<file path="config.mk">
export PLATFORM = sky130hd
export DESIGN_NAME = cpw_regs
export DESIGN_NICKNAME = d
export VERILOG_FILES = /design/src/core/cpw_pkg.sv /design/src/core/cpw_frame_match.sv /design/src/core/cpw_regs.sv
export SDC_FILE = /design/constraint.sdc
export NUM_CORES = 1
export LEC_CHECK = 0
export ABC_AREA = 1
export BUFFER_PORTS_ARGS = -buffer_cell sky130_fd_sc_hd__buf_2
export CORE_MARGIN = 2
export CORE_UTILIZATION = 45
export DETAILED_ROUTE_END_ITERATION = 10
export GPL_TIMING_DRIVEN = 0
export HOLD_SLACK_MARGIN = 0.05
export PLACE_DENSITY = 0.66
export SLEW_MARGIN = 0
export SYNTH_ARGS = -nofsm -noshare
export SYNTH_HDL_FRONTEND = slang
export SYNTH_SLANG_ARGS = --single-unit
</file>
<file path="constraint.sdc">
create_clock -name clk_i -period 3.4 [get_ports clk_i]
set_clock_uncertainty 0.15 [all_clocks]
set_input_delay 0.17 -clock clk_i [delete_from_list [all_inputs] [get_ports clk_i]]
set_output_delay 0.17 -clock clk_i [all_outputs]
set_load 0.05 [all_outputs]
</file>
<file path="src/core/cpw_pkg.sv">
package cpw_pkg;
  // register byte offsets
  localparam logic [11:0] ADDR_TIMEOUT = 12'h0b04;
  localparam logic [11:0] ADDR_STATUS = 12'h0b08;
  localparam logic [11:0] ADDR_EXP_ID = 12'h0b0c;
  localparam logic [11:0] ADDR_EXP_LEN = 12'h0b10;
  localparam logic [11:0] ADDR_CTRL = 12'h0b00;
  localparam logic [11:0] ADDR_IRQ_MASK = 12'h0b40;
  // reset values
  localparam logic [31:0] RST_TIMEOUT = 32'h0000_0000;
  localparam logic [31:0] RST_STATUS = 32'h0000_0080;
  localparam logic [31:0] RST_EXP_ID = 32'h0000_0000;
  localparam logic [31:0] RST_EXP_LEN = 32'h0000_0008;
  // field positions
  localparam int TO_FLAG_BIT = 17;
  localparam int MATCH_FLAG_BIT = 16;
  localparam int CNT_LSB = 8;
  localparam int CNT_VALID_BIT = 7;
  localparam int EXP_FMT_BIT = 30;
  localparam int EXP_RTR_BIT = 29;
  localparam int LEN_LO_LSB = 16;
  localparam int LEN_HI_LSB = 0;
  localparam int STD_ID_LSB = 18;
  // control register fields
  localparam int CTRL_FFT_LSB = 0;
  localparam int CTRL_IDENTIFIER_FILTER_TYPE_LSB = 2;
  localparam int CTRL_NMM_LSB = 8;
  localparam logic [31:0] RST_CTRL = 32'h0000_0100;
  localparam logic [31:0] CTRL_MASK = 32'h0000_ff0f;
  // bit times per timeout step
  localparam int TO_STEP_BITS = 64;
  typedef enum logic [1:0] {CPW_IDLE, CPW_COUNT} cpw_cnt_state_t;
endpackage

</file>
<file path="src/core/cpw_frame_match.sv">
module cpw_frame_match (
  input wire logic [28:0] rx_id_i,
  input wire logic rx_ext_i,
  input wire logic rx_rtr_i,
  input wire logic [3:0] rx_dlc_i,
  input wire logic [28:0] exp_id_i,
  input wire logic exp_ext_i,
  input wire logic exp_rtr_i,
  input wire logic [28:0] id_high_i,
  input wire logic [1:0] id_type_i,
  input wire logic [1:0] frame_type_i,
  input wire logic [3:0] len_lo_i,
  input wire logic [3:0] len_hi_i,
  input wire logic data_ok_i,
  output logic match_o
);
  logic [28:0] id_mask;
  logic [28:0] rid;
  logic [28:0] eid;
  logic id_ok;
  logic len_ok;
  logic fields_all;

  always_comb begin
    // standard frames only carry bits 28:18
    id_mask = rx_ext_i ? 29'h1fff_ffff : 29'h1ffc_0000;
    rid = rx_id_i & id_mask;
    eid = exp_id_i & id_mask;
    case (id_type_i)
      2'b11: id_ok = (rid >= eid) && (rid <= (id_high_i & id_mask));
      2'b00: id_ok = ((rid ^ eid) & id_high_i & id_mask) == 29'h0000_0000;
      default: id_ok = (rid == eid);
    endcase
    len_ok = (rx_dlc_i >= len_lo_i) && (rx_dlc_i <= len_hi_i);
    fields_all = len_ok && data_ok_i;
    match_o = id_ok && (rx_ext_i == exp_ext_i) && (rx_rtr_i == exp_rtr_i)
              && (frame_type_i[0] ? fields_all : 1'b1);
  end
endmodule

</file>
<file path="src/core/cpw_regs.sv">
// Overview of operation
// - Timeout, expected identifier and length registers are writable only in inactive mode.
// - The 16-bit timeout counts in steps of 64 bit times and zero disables it.
// - Status bit 17 sets on a wakeup timeout and clears on a written one.
// - Status bit 16 sets on a wakeup match and clears on a written one.
// - An 8-bit count of matching messages reads in status bits 15:8.
// - The count clears on entry to partial-network mode and ignores software reset.
// - Status bit 7 reads 0 while the count updates and 1 when valid, 1 after reset.
// - Expected format bit 30 selects standard or extended frames.
// - Expected remote bit 29 selects data or remote frames.
// - The 29-bit identifier is exact for filter types 1 and 2, compared under the id_high_i mask for type 0 and a range up to id_high_i for type 3.
// - Extended frames compare all 29 bits, standard frames only bits 28:18.
// - Length bounds sit in bits 19:16 (lower) and 3:0 (upper).
// - The expected length register resets to 0x0000_0008.
// - Frame filter type selects field set and whether the match count is required.
module cpw_regs #(
  parameter int TO_WIDTH = 16,
  parameter int CNT_WIDTH = 8
) (
  input wire logic clk_i,
  input wire logic rst_i,
  input wire logic wb_cyc_i,
  input wire logic wb_stb_i,
  input wire logic wb_we_i,
  input wire logic [11:0] wb_adr_i,
  input wire logic [3:0] wb_sel_i,
  input wire logic [31:0] wb_dat_i,
  output logic [31:0] wb_dat_o,
  output logic wb_ack_o,
  input wire logic inactive_mode_i,
  input wire logic pn_mode_i,
  input wire logic soft_reset_i,
  input wire logic bit_tick_i,
  input wire logic rx_valid_i,
  input wire logic [28:0] rx_id_i,
  input wire logic rx_ext_i,
  input wire logic rx_rtr_i,
  input wire logic [3:0] rx_dlc_i,
  input wire logic rx_data_ok_i,
  input wire logic [28:0] id_high_i,
  output logic wakeup_o,
  output logic irq_o
);
  logic [TO_WIDTH-1:0] wake_timeout_value;
  logic [31:0] exp_id_reg;
  logic [3:0] length_lower_bound;
  logic [3:0] length_upper_bound;
  logic [31:0] ctrl_reg;
  logic [1:0] irq_mask;
  logic wake_timeout_flag;
  logic wake_match_flag;
  logic [CNT_WIDTH-1:0] match_message_count;
  logic match_count_valid;
  logic pn_mode_q;
  logic pn_enter;
  logic [5:0] bit_cnt;
  logic [TO_WIDTH-1:0] step_cnt;
  logic timeout_evt;
  logic frame_match;
  logic match_evt;
  logic req;
  logic wr_ok;
  logic cfg_wr;
  logic clr_to;
  logic clr_match;
  logic [1:0] frame_filter_type;
  logic [1:0] identifier_filter_type;
  logic [CNT_WIDTH-1:0] required_match_count;
  logic [31:0] next_rdata;
  cpw_pkg::cpw_cnt_state_t state;

  assign frame_filter_type = ctrl_reg[cpw_pkg::CTRL_FFT_LSB +: 2];
  assign identifier_filter_type = ctrl_reg[cpw_pkg::CTRL_IDENTIFIER_FILTER_TYPE_LSB +: 2];
  assign required_match_count = ctrl_reg[cpw_pkg::CTRL_NMM_LSB +: CNT_WIDTH];

  // single-cycle answer; ack drops the cycle after it was given
  assign req = wb_cyc_i && wb_stb_i && !wb_ack_o;
  assign wr_ok = req && wb_we_i && (wb_sel_i == 4'hf);
  assign cfg_wr = wr_ok && inactive_mode_i;
  assign clr_to = wr_ok && (wb_adr_i == cpw_pkg::ADDR_STATUS)
                  && wb_dat_i[cpw_pkg::TO_FLAG_BIT];
  assign clr_match = wr_ok && (wb_adr_i == cpw_pkg::ADDR_STATUS)
                     && wb_dat_i[cpw_pkg::MATCH_FLAG_BIT];
  assign pn_enter = pn_mode_i && !pn_mode_q;

  cpw_frame_match u_match (
    .rx_id_i(rx_id_i),
    .rx_ext_i(rx_ext_i),
    .rx_rtr_i(rx_rtr_i),
    .rx_dlc_i(rx_dlc_i),
    .exp_id_i(exp_id_reg[28:0]),
    .exp_ext_i(exp_id_reg[cpw_pkg::EXP_FMT_BIT]),
    .exp_rtr_i(exp_id_reg[cpw_pkg::EXP_RTR_BIT]),
    .id_high_i(id_high_i),
    .id_type_i(identifier_filter_type),
    .frame_type_i(frame_filter_type),
    .len_lo_i(length_lower_bound),
    .len_hi_i(length_upper_bound),
    .data_ok_i(rx_data_ok_i),
    .match_o(frame_match)
  );

  always_ff @(posedge clk_i) begin
    if (rst_i) begin
      wb_ack_o <= 1'b0;
    end else begin
      wb_ack_o <= req;
    end
  end

  always_ff @(posedge clk_i) begin
    if (rst_i) begin
      pn_mode_q <= 1'b0;
    end else begin
      pn_mode_q <= pn_mode_i;
    end
  end

  // configuration registers
  always_ff @(posedge clk_i) begin
    if (rst_i) begin
      wake_timeout_value <= cpw_pkg::RST_TIMEOUT[TO_WIDTH-1:0];
      exp_id_reg <= cpw_pkg::RST_EXP_ID;
      length_lower_bound <= cpw_pkg::RST_EXP_LEN[cpw_pkg::LEN_LO_LSB +: 4];
      length_upper_bound <= cpw_pkg::RST_EXP_LEN[cpw_pkg::LEN_HI_LSB +: 4];
      ctrl_reg <= cpw_pkg::RST_CTRL;
      irq_mask <= 2'b00;
    end else if (wr_ok) begin
      if (cfg_wr && wb_adr_i == cpw_pkg::ADDR_TIMEOUT) begin
        wake_timeout_value <= wb_dat_i[TO_WIDTH-1:0];
      end
      if (cfg_wr && wb_adr_i == cpw_pkg::ADDR_EXP_ID) begin
        exp_id_reg <= {1'b0, wb_dat_i[30:0]};
      end
      if (cfg_wr && wb_adr_i == cpw_pkg::ADDR_EXP_LEN) begin
        length_lower_bound <= wb_dat_i[cpw_pkg::LEN_LO_LSB +: 4];
        length_upper_bound <= wb_dat_i[cpw_pkg::LEN_HI_LSB +: 4];
      end
      if (cfg_wr && wb_adr_i == cpw_pkg::ADDR_CTRL) begin
        ctrl_reg <= wb_dat_i & cpw_pkg::CTRL_MASK;
      end
      if (wb_adr_i == cpw_pkg::ADDR_IRQ_MASK) begin
        irq_mask <= wb_dat_i[cpw_pkg::TO_FLAG_BIT -: 2];
      end
    end
  end

  // timeout: 64 bit times per step, restarted by each match
  always_ff @(posedge clk_i) begin
    if (rst_i) begin
      state <= cpw_pkg::CPW_IDLE;
      bit_cnt <= 6'h00;
      step_cnt <= '0;
      timeout_evt <= 1'b0;
    end else begin
      timeout_evt <= 1'b0;
      case (state)
        cpw_pkg::CPW_IDLE: begin
          bit_cnt <= 6'h00;
          step_cnt <= '0;
          if (pn_mode_i && wake_timeout_value != '0) begin
            state <= cpw_pkg::CPW_COUNT;
          end
        end
        cpw_pkg::CPW_COUNT: begin
          if (!pn_mode_i || match_evt) begin
            state <= cpw_pkg::CPW_IDLE;
          end else if (bit_tick_i) begin
            bit_cnt <= bit_cnt + 6'h01;
            if (bit_cnt == 6'(cpw_pkg::TO_STEP_BITS - 1)) begin
              if (step_cnt + 1'b1 >= wake_timeout_value) begin
                timeout_evt <= 1'b1;
                state <= cpw_pkg::CPW_IDLE;
              end else begin
                step_cnt <= step_cnt + 1'b1;
              end
            end
          end
        end
        default: state <= cpw_pkg::CPW_IDLE;
      endcase
    end
  end

  // matching message counter; a match is raised once enough frames agree
  always_ff @(posedge clk_i) begin
    if (rst_i) begin
      match_message_count <= '0;
      match_count_valid <= 1'b1;
      match_evt <= 1'b0;
    end else begin
      match_evt <= 1'b0;
      match_count_valid <= 1'b1;
      if (pn_enter) begin
        match_message_count <= '0;
      end else if (pn_mode_i && rx_valid_i && frame_match) begin
        match_message_count <= match_message_count + 1'b1;
        match_count_valid <= 1'b0;
        if (!frame_filter_type[1] ||
            (match_message_count + 1'b1) >= required_match_count) begin
          match_evt <= 1'b1;
        end
      end
      // soft_reset_i deliberately does not touch the count
    end
  end

  // sticky flags: a new event wins over a clear in the same cycle
  always_ff @(posedge clk_i) begin
    if (rst_i) begin
      wake_timeout_flag <= 1'b0;
      wake_match_flag <= 1'b0;
    end else begin
      if (timeout_evt) begin
        wake_timeout_flag <= 1'b1;
      end else if (clr_to) begin
        wake_timeout_flag <= 1'b0;
      end
      if (match_evt) begin
        wake_match_flag <= 1'b1;
      end else if (clr_match) begin
        wake_match_flag <= 1'b0;
      end
    end
  end

  always_ff @(posedge clk_i) begin
    if (rst_i) begin
      irq_o <= 1'b0;
      wakeup_o <= 1'b0;
    end else begin
      irq_o <= |({wake_timeout_flag, wake_match_flag} & irq_mask);
      wakeup_o <= wake_timeout_flag || wake_match_flag;
    end
  end

  always_comb begin
    next_rdata = 32'h0000_0000;
    case (wb_adr_i)
      cpw_pkg::ADDR_TIMEOUT: next_rdata[TO_WIDTH-1:0] = wake_timeout_value;
      cpw_pkg::ADDR_STATUS: begin
        next_rdata[cpw_pkg::TO_FLAG_BIT] = wake_timeout_flag;
        next_rdata[cpw_pkg::MATCH_FLAG_BIT] = wake_match_flag;
        next_rdata[cpw_pkg::CNT_LSB +: CNT_WIDTH] = match_message_count;
        next_rdata[cpw_pkg::CNT_VALID_BIT] = match_count_valid;
      end
      cpw_pkg::ADDR_EXP_ID: next_rdata = exp_id_reg;
      cpw_pkg::ADDR_EXP_LEN: begin
        next_rdata[cpw_pkg::LEN_LO_LSB +: 4] = length_lower_bound;
        next_rdata[cpw_pkg::LEN_HI_LSB +: 4] = length_upper_bound;
      end
      cpw_pkg::ADDR_CTRL: next_rdata = ctrl_reg;
      cpw_pkg::ADDR_IRQ_MASK: next_rdata[cpw_pkg::TO_FLAG_BIT -: 2] = irq_mask;
      default: next_rdata = 32'h0000_0000;
    endcase
  end

  always_ff @(posedge clk_i) begin
    if (rst_i) begin
      wb_dat_o <= 32'h0000_0000;
    end else if (req) begin
      wb_dat_o <= next_rdata;
    end
  end
endmodule

</file>
Yosys cells after proc, flatten, opt, wreduce, memory -nomap -nowiden --
Index checks and enable logic that the tools add are counted.
Storage, ports and cells: memories 0, RAM bits 0, bits in latches 0, register bits after elaboration 142, logic and storage cells 139, bits in read-only memories 0
Operators by class: $add $sub $neg 3, mux-type cells 30, eq/ne operators 21, $lt $le $gt $ge 6, multiply operators 0, bitwise operators 11, reductions and logical operators 48, div/mod/pow operators 0, shift-type cells 0
Operators by type and width (count):
- AND 29 bit | 5
- equality test 12 bit (second input constant) | 6
- two-way mux 16 bit | 4
- case mux 9 bit (4 select lines) | 1
- case mux 16 bit (2 select lines) | 1
- equality test 29 bit | 1
- >= comparator 29 bit | 1
- less-or-equal comparator 29 bit | 1
- zero test 29 bit | 1
- bitwise XOR 29 bit | 1
- logical AND 1 bit | 22
- two-way mux 18 bit | 1
- adder 16 x 1 -> 16 bit (second input constant) | 1
- >= comparator 16 bit | 1
- case mux 4 bit (4 select lines) | 1
- nonzero test 16 bit | 1
- two-way mux 6 bit | 2
- case mux 6 bit (2 select lines) | 1
- two-way mux 11 bit | 1
- two-way mux 2 bit | 5
- inequality test 2 bit (second input constant) | 5
- AND reduction 2 bit | 5
- inequality test 3 bit (second input constant) | 3
- adder 8 x 1 -> 8 bit (second input constant) | 1
- 26 further kinds | 47

Longest topological paths before layout --
Gate-level depths: netlist of the first run.
word-level depth 13, gate-level depth with buffers 24, depth with buffers taken out 19

By module --
A second synthesis of the first run with hierarchy kept.
Second synthesis, totals: cell total of the unflattened synthesis 1329, area, all modules 9168.8 µm²
By module, submodules not included:
- cpw_regs | cells an instance 922, instances 1, area each 6836.6 µm²
- cpw_frame_match | cells an instance 407, instances 1, area each 2332.2 µm²

Worst setup path after synthesis of the first run --
No wires, ideal clock.
path type reg2reg, start point reg step_cnt[0], end point reg step_cnt[6], arrival time 2.966 ns, buffers on the path 1, library setup time 0.132 ns, path slack 0.152 ns, cell stages (with the launch flop) 20, clock period less this slack 3.248 ns, path through dfxtp_1 -> ha_1 -> nand3_1 -> nor3b_2 -> nand3_1 -> nor3b_2 -> nand3_1 -> nor2_1 -> xor2_1 -> ha_1 -> nand2_1 -> inv_1 -> nand3_1 -> nor3_1 -> nand3_1 -> nand4_1 -> clkinv_1 -> buf_2 -> nand3_1 -> a21oi_1
Between the ends: word-level cells in the longest chain between the ends 6, elaborated cells between the ends (all ways) 9, classes of those cells add/sub (1); order compare (1); eq/ne (1); mux (5); reduce/logical (1)
RTL lines:
- start: declaration | RTL line cpw_regs.sv:57 | logic [TO_WIDTH-1:0] step_cnt;
- start signal: assignment | RTL line cpw_regs.sv:175 | step_cnt <= step_cnt + 1'b1;
- adder 16 x 1 -> 16 bit (*) | RTL line cpw_regs.sv:171, cpw_regs.sv:175
- parallel branches: the longest is 5 deep, another holds >= comparator 16 bit
Every way passes the cells marked *. The select of a mux whose other input is x is not followed. A chain may end at the register's enable or synchronous reset.

Worst setup path after layout of the first run --
start point reg step_cnt[2], end point reg step_cnt[10]
The elaborated chain is that of the path after synthesis.

==> qor.yml, run 1 <==
detailed_routing:
  vias: 9535
  drt_pass1_iterations: 7
  ant_nets: 0
  initialDrtViolationCount: 777
  route.detailed.drc: 0
  via_per_inst: 5.27
  routedWlPerCell_um: 16.3
  routed_wl_mm: 29.5
power:
  ir_drop_mv: 0.392
  powerDensity_mw_per_mm2: 353
  p_leak_nw: 5.33
logic_synthesis:
  syn_nets: 1503
  ys.flop_type: "dfxtp_1"
  synth-simple-area-share: 0.254
  ys_seq_area_frac: 0.316
  synthCells: 1292
  synth_compound_area_frac: 0.175
  async_reset_ff_frac: 0
  synth_top_family_by_area: "simple AND/OR/NAND/NOR gates"
  ys_types: 44
  synth_edf_count: 0
  avgSynthCellArea_um2: 6.86
  synthMuxAreaShare: 0
  synth_seq_cells: 140
  ys.warnings.count: 0
  synth-xor-area-share: 0.0198
  syn_area_mm2: 0.00886
  synth_fa_ha_area_frac: 0.124
cts:
  insertion_delay_ps: 440
  cts_tree: "built"
  h-tree-depth: 4
  clock-root-buffer: "clkbuf_16"
  clk_path_buf_depth: 2
  cts.reportedPaths.clkPinSlew_ps: 60
  clock-sinks: 140
  cts-buffers-inserted: 17
floorplan:
  dieArea_mm2: 0.0208
  pin_count: 158
  rows: 51
  die_h_um: 144
  die_x_um: 144
  start_util: 0.457
  core_area_mm2: 0.0194
timing:
  max_clock_freq_mhz: 295
  fin_ws_ps: 11.2
  setup_tns_ps: 0
  finalCritPeriodShare: 0.997
  setup_viol: 0
  maxSlewViolCount: 0
  period_needed_ps: 3390
  worst_pin_slew_ps: 878
  timing.hold.ws_ps: 85.1
  maxSlewHeadroom: 0.415
  hold_viol: 0
  rsz0062_at_grt: "yes"
worst_setup_path:
  worstSetupEndpoint: "step_cnt[10]"
  rrSetupSlack_ps: 10
  rr_endpoint: "step_cnt[10]"
  timing.rr.start: "step_cnt[2]"
  critPathLaunch: "step_cnt[2]"
  cp_max_fo: 5
  critPathCaptureType: "flip-flop"
  cp.arrival_ps: 3540
  r2r_cells: 18
  startpoint_type: "flip-flop"
  path_class: "reg -> reg"
  required_ps: 3550
global_routing:
  grt_max_degree: 17
  antenna_found_initial: 0
  grt_remaining_overflow: 0
  grt_pass1_wl_mm: 44.7
  grt_pass1_vias: 8641
  grt_usage: 0.279
final_layout:
  mostFrequentLayoutCell: "nand2_1"
  drive_above_1_share: 0.185
  most-common-layout-cells: "nand2_1 (243), inv_1 (195), buf_2 (164)"
  instances_no_fill: 1811
  final_cell_area_mm2: 0.0114
  nets: 1744
  syn_to_final_growth_pct: 28.7
  n_antenna_cell: 0
status:
  outcome: "finished clean"
placed_design:
  dp.cells: 1711
  place_ws_ps: -640
  dpl.hpwl_mm: 22.5
  dpl_cell_area_mm2: 0.00997
  gp_congestion: 0.975
  port_buffers: 154
worst_hold_path:
  hold_class: "in -> reg"
  whs_path_depth: 5
flow_run:
  maxCapViolations: 0
## synthesized netlist by cell type (3+ instances only)
| cell type | number | share of area |
|---|---|---|
| o221ai_1 | 4 | 0.0040 |
| nand3b_1 | 4 | 0.0034 |
| nor3_1 | 41 | 0.023 |
| nand3_1 | 69 | 0.039 |
| buf_1 | 3 | 0.0013 |
| ha_1 | 88 | 0.12 |
| o21bai_1 | 6 | 0.0051 |
| nor2_1 | 129 | 0.055 |
| inv_1 | 196 | 0.083 |
| o21ai_0 | 70 | 0.040 |
| o22ai_1 | 25 | 0.018 |
| a211oi_1 | 35 | 0.030 |
| dfxtp_1 | 140 | 0.32 |
| nand2_1 | 245 | 0.10 |
| a21oi_1 | 107 | 0.060 |
| nand2_2 | 3 | 0.0021 |
| o21ai_1 | 3 | 0.0017 |
| buf_4 | 4 | 0.0034 |
| buf_2 | 10 | 0.0056 |
| xor2_1 | 19 | 0.019 |
| nor3_2 | 3 | 0.0034 |
| o211ai_1 | 11 | 0.0093 |
| inv_2 | 5 | 0.0021 |
| nor4_1 | 7 | 0.0049 |
| clkbuf_1 | 29 | 0.012 |
| nand4_1 | 12 | 0.0085 |
## worst min path at each step
stage / startpoint / end / slack (ps)
after floorplan: wb_dat_i[8] / ctrl_reg[8] / 150
after global placement: wb_dat_i[27] / exp_id_reg[27] / 290
after detailed placement: wb_dat_o[28] / wb_dat_o[28] / 300
after CTS: wb_adr_i[2] / wake_timeout_flag / 80
after global routing: wb_adr_i[2] / wake_timeout_flag / 140
final: wb_adr_i[2] / wake_timeout_flag / 90
## per-layer routing
layer / track usage / part of all wire / vias up
li1: - / - / 4765
met1: 0.386 / 0.45 / 4333
met2: 0.456 / 0.46 / 389
met3: 0.0464 / 0.077 / 48
met4: 0.0654 / 0.019 / 0
met5: 0 / 0 / -
## layout make-up
cell class	instances	area (µm²)
fillers	1861	7990
multi-input cells	901	5260
flip-flops and latches	140	2820
repair buffers	223	1410
inverters	203	763
clock buffers	18	429
well taps	265	332
plain buffers	47	238
clock inverters	14	170
## critical path, stage by stage, from the launching register on
cell and delay [ps]:
dfxtp_4 390, nand3_4 100, nor3_4 210, nand3_2 150, nor3_4 260, nand3_2 120
nor2_2 140, nand2_1 100, xnor2_2 250, ha_1 300, a21oi_1 120, o21ai_0 110
a21oi_2 160, nand4_1 210, nand2_1 150, inv_2 70, clkbuf_16 150, nand2_1 60
a21oi_1 60
## stage by stage
stage / power [mW] / util
2_1_floorplan: 1.93 / -
3_3_place_gp: 2.10 / 0.514
3_5_place_dp: 2.11 / 0.514
4_1_cts: 4.03 / 0.571
5_1_grt: 4.15 / 0.588
6_report: 4.03 / 0.588
## where the power goes
part	switching, mW	internal [mW]
sequential	0.00285	1.64
combinational	0.282	0.182
clock	0.770	1.15
total	1.05	2.98
## logic make-up (layout without fill, tap and decap cells)
group           after synthesis  after routing
compound gates              268            268
xor+xnor                     20             20
fa+ha+maj                    88             88
buf+inv                     251            505
flops                       140            140
other cells                   1              1
simple gates                524            524
## repair_timing
item	CTS	global route
pin swaps	9	21
cloned	0	2
hold buffers	36	0
endpoints found under the hold margin	77	0
endpoints found under the setup margin	24	27
buffers inserted	16	15
gates resized for setup	13	44
Power figures use the tool's default switching activity.
==> run 2: changes to the inputs <==
Settings changed: CELL_PAD_IN_SITES_DETAIL_PLACEMENT set to 1, CELL_PAD_IN_SITES_GLOBAL_PLACEMENT set to 2, CORE_UTILIZATION 45 to 34, CTS_CLUSTER_SIZE set to 14, PLACE_DENSITY 0.66 to 0.84.
Clock period 3.4 ns to 4.21 ns, I/O delays scaled along.
==> run 2 against run 1 <==
Via count decreased by 2.1%. Sequential cell count unchanged. Critical path depth increased by 1. Cell count increased by 2.0%. Sequential power decreased by 19%. Power decreased by 19%. Sequential share of layout area increased by 0.84 points. Global-route usage decreased by 3.3 points. Count of clock-buffer cells in the layout increased by 1. Critical path type is now in -> reg. Highest routed layer unchanged.
==> qor.yml, run 2 (synthesis gave the netlist of run 1 again) <==
final_layout:
  drive_above_1_share: 0.147  # -0.0375
  nets: 1710  # -1.9%
  n_antenna_cell: 0  # unchanged
  final_core_utilization: 0.425  # -0.163
  num-fill-cells: 3400  # +83%
  mostFrequentLayoutCell: "nand2_1"
  most-common-layout-cells: "nand2_1 (245), inv_1 (196), buf_2 (164)"
  syn_to_final_growth_pct: 24.0
power:
  ir_drop_mv: 0.246  # -37%
  total_power_mw: 3.27  # -19%
  p_leak_nw: 5.03  # -5.6%
  powerDensity_mw_per_mm2: 297  # -16%
cts:
  clock-root-buffer: "clkbuf_16"
  cts-buffers-inserted: 17  # unchanged
  h-tree-depth: 4  # unchanged
  insertion_delay_ps: 440  # about the same
  cts_tree: "built"
  cts.reportedPaths.clkPinSlew_ps: 70  # about the same
  clk_path_buf_depth: 2  # unchanged
  clock-sinks: 140  # unchanged
placed_design:
  port_buffers: 154  # unchanged
  gp_congestion: 0.858  # -12%
  dpl.hpwl_mm: 27.1  # +20%
status:
  outcome: "finished clean"
detailed_routing:
  vias: 9339  # -2.1%
  routedWlPerCell_um: 17.9  # +10%
  via_per_inst: 5.06  # -4.0%
  drt_pass1_iterations: 5  # -2
  initialDrtViolationCount: 402  # -48%
  route.detailed.drc: 0  # unchanged
  routed_wl_mm: 33.1  # +12%
  ant_nets: 0  # unchanged
worst_setup_path:
  path_class: "in -> reg"
  required_ps: 4340  # +790 ps
  startpoint_type: "input pin"
  critPathCaptureType: "flip-flop"
  max_stage_delay_ps: 550  # +160 ps
  crit_top_cell: "nand2_1"
  cp.arrival_ps: 4000  # +460 ps
  path_cells: "buf_2 -> buf_6 -> buf_4 -> clkbuf_1 -> buf_1 -> nand2_1 -> ha_1 -> nand2_1 -> nor2_1 -> nand2_1 -> nor2_1 -> nand2_1 -> nor2_1 -> o21ai_1 -> a21oi_2 -> nand2_2 -> buf_6 -> nand2_1 -> a21oi_1"
  slowest_stage: "buf_1"
  cp_max_fo: 10  # +5
  r2r_cells: 19  # +1
timing:
  max_clock_freq_mhz: 258
  finalCritPeriodShare: 0.920
  maxSlewHeadroom: 0.477  # +0.0623
  setup_viol: 0  # unchanged
  hold_viol: 0  # unchanged
  worst_pin_slew_ps: 785  # -93.5 ps
  maxSlewViolCount: 0  # unchanged
  period_needed_ps: 3870
  rsz0062_at_grt: "no"
floorplan:
  die_h_um: 165  # +15%
  rows: 59  # +16%
  start_util: 0.343  # -0.114
  pin_count: 158  # unchanged
  die_x_um: 165  # +15%
  dieArea_mm2: 0.0274  # +31%
  core_area_mm2: 0.0258  # +33%
global_routing:
  grt_pass1_wl_mm: 51.0  # +14%
  grt_pass1_vias: 9537  # +10%
  grt_usage: 0.246  # -0.0332
  grt_max_degree: 17  # unchanged
  grt_remaining_overflow: 0  # unchanged
  antenna_found_initial: 0  # unchanged
worst_hold_path:
  whs_path_depth: 4  # -1
  hold_class: "in -> reg"
flow_run:
  maxCapViolations: 0  # unchanged
-- run 2: power breakdown --
part	switching (mW)	internal [mW]	leakage, nW
logic	0.239	0.147	3.62
clock network	0.649	0.903	0.282
registers	0.00223	1.33	1.13
-- run 2: path summary, 6_finish.rpt --
path / start / endpoint / slack (ps)
worst min-delay path: wb_sel_i[1] / irq_mask[1] / 80
worst max-delay path: rx_ext_i / match_message_count[2] / 340
worst min register to register: wb_dat_o[12] / wb_dat_o[12] / 310
worst max register to register: step_cnt[0] / step_cnt[7] / 380
-- run 2: area by class of cell --
| type | instances | area, µm² | area share |
|---|---|---|---|
| buffer | 48 | 224 | 0.0204 |
| clock buffer | 19 | 443 | 0.0403 |
| clock inverter | 13 | 153 | 0.0139 |
| inverter | 203 | 762 | 0.0693 |
| multi-input combinational | 901 | 5080 | 0.462 |
| sequential | 140 | 2800 | 0.255 |
| tap | 335 | 419 | 0.0381 |
| timing repair buffer | 188 | 1110 | 0.101 |
-- run 2: through the flow --
step | setup TNS, ps | instances | cell area [µm²] | hold slack, ps | setup WS (ps)
2_1_floorplan | 0 | 1292 | 8860 | 187 | 962
3_3_place_gp | -302 | 1781 | 10100 | 300 | -48.2
3_5_place_dp | -476 | 1781 | 10100 | 307 | -68.9
4_1_cts | 0 | 1846 | 11000 | 68.7 | 163
5_1_grt | 0 | 1847 | 11000 | 82.8 | 20.6
6_report | 0 | 1847 | 11000 | 75.9 | 339
-- run 2: routing by layer --
metal | GRT usage | wire, µm | up-vias
li1 | - | - | 4691
met1 | 0.326 | 15700 | 4451
met2 | 0.426 | 15800 | 170
met3 | 0.0322 | 1180 | 27
met4 | 0.0529 | 414 | 0
met5 | 0 | 0 | -
-- run 2: critical path, delay by kind of cell --
kind	cells	cell delay [ps]
fa+ha+maj	1	400
simple gates	9	1190
compound gates	3	500
buf+inv	6	1680
-- run 2: what timing repair did --
item | in CTS | in global routing
endpoints found under the hold margin | 67 | 0
hold buffers | 33 | 0
buffers inserted | 0 | 1
endpoints found under the setup margin | 0 | 15
gates resized for setup | 0 | 3
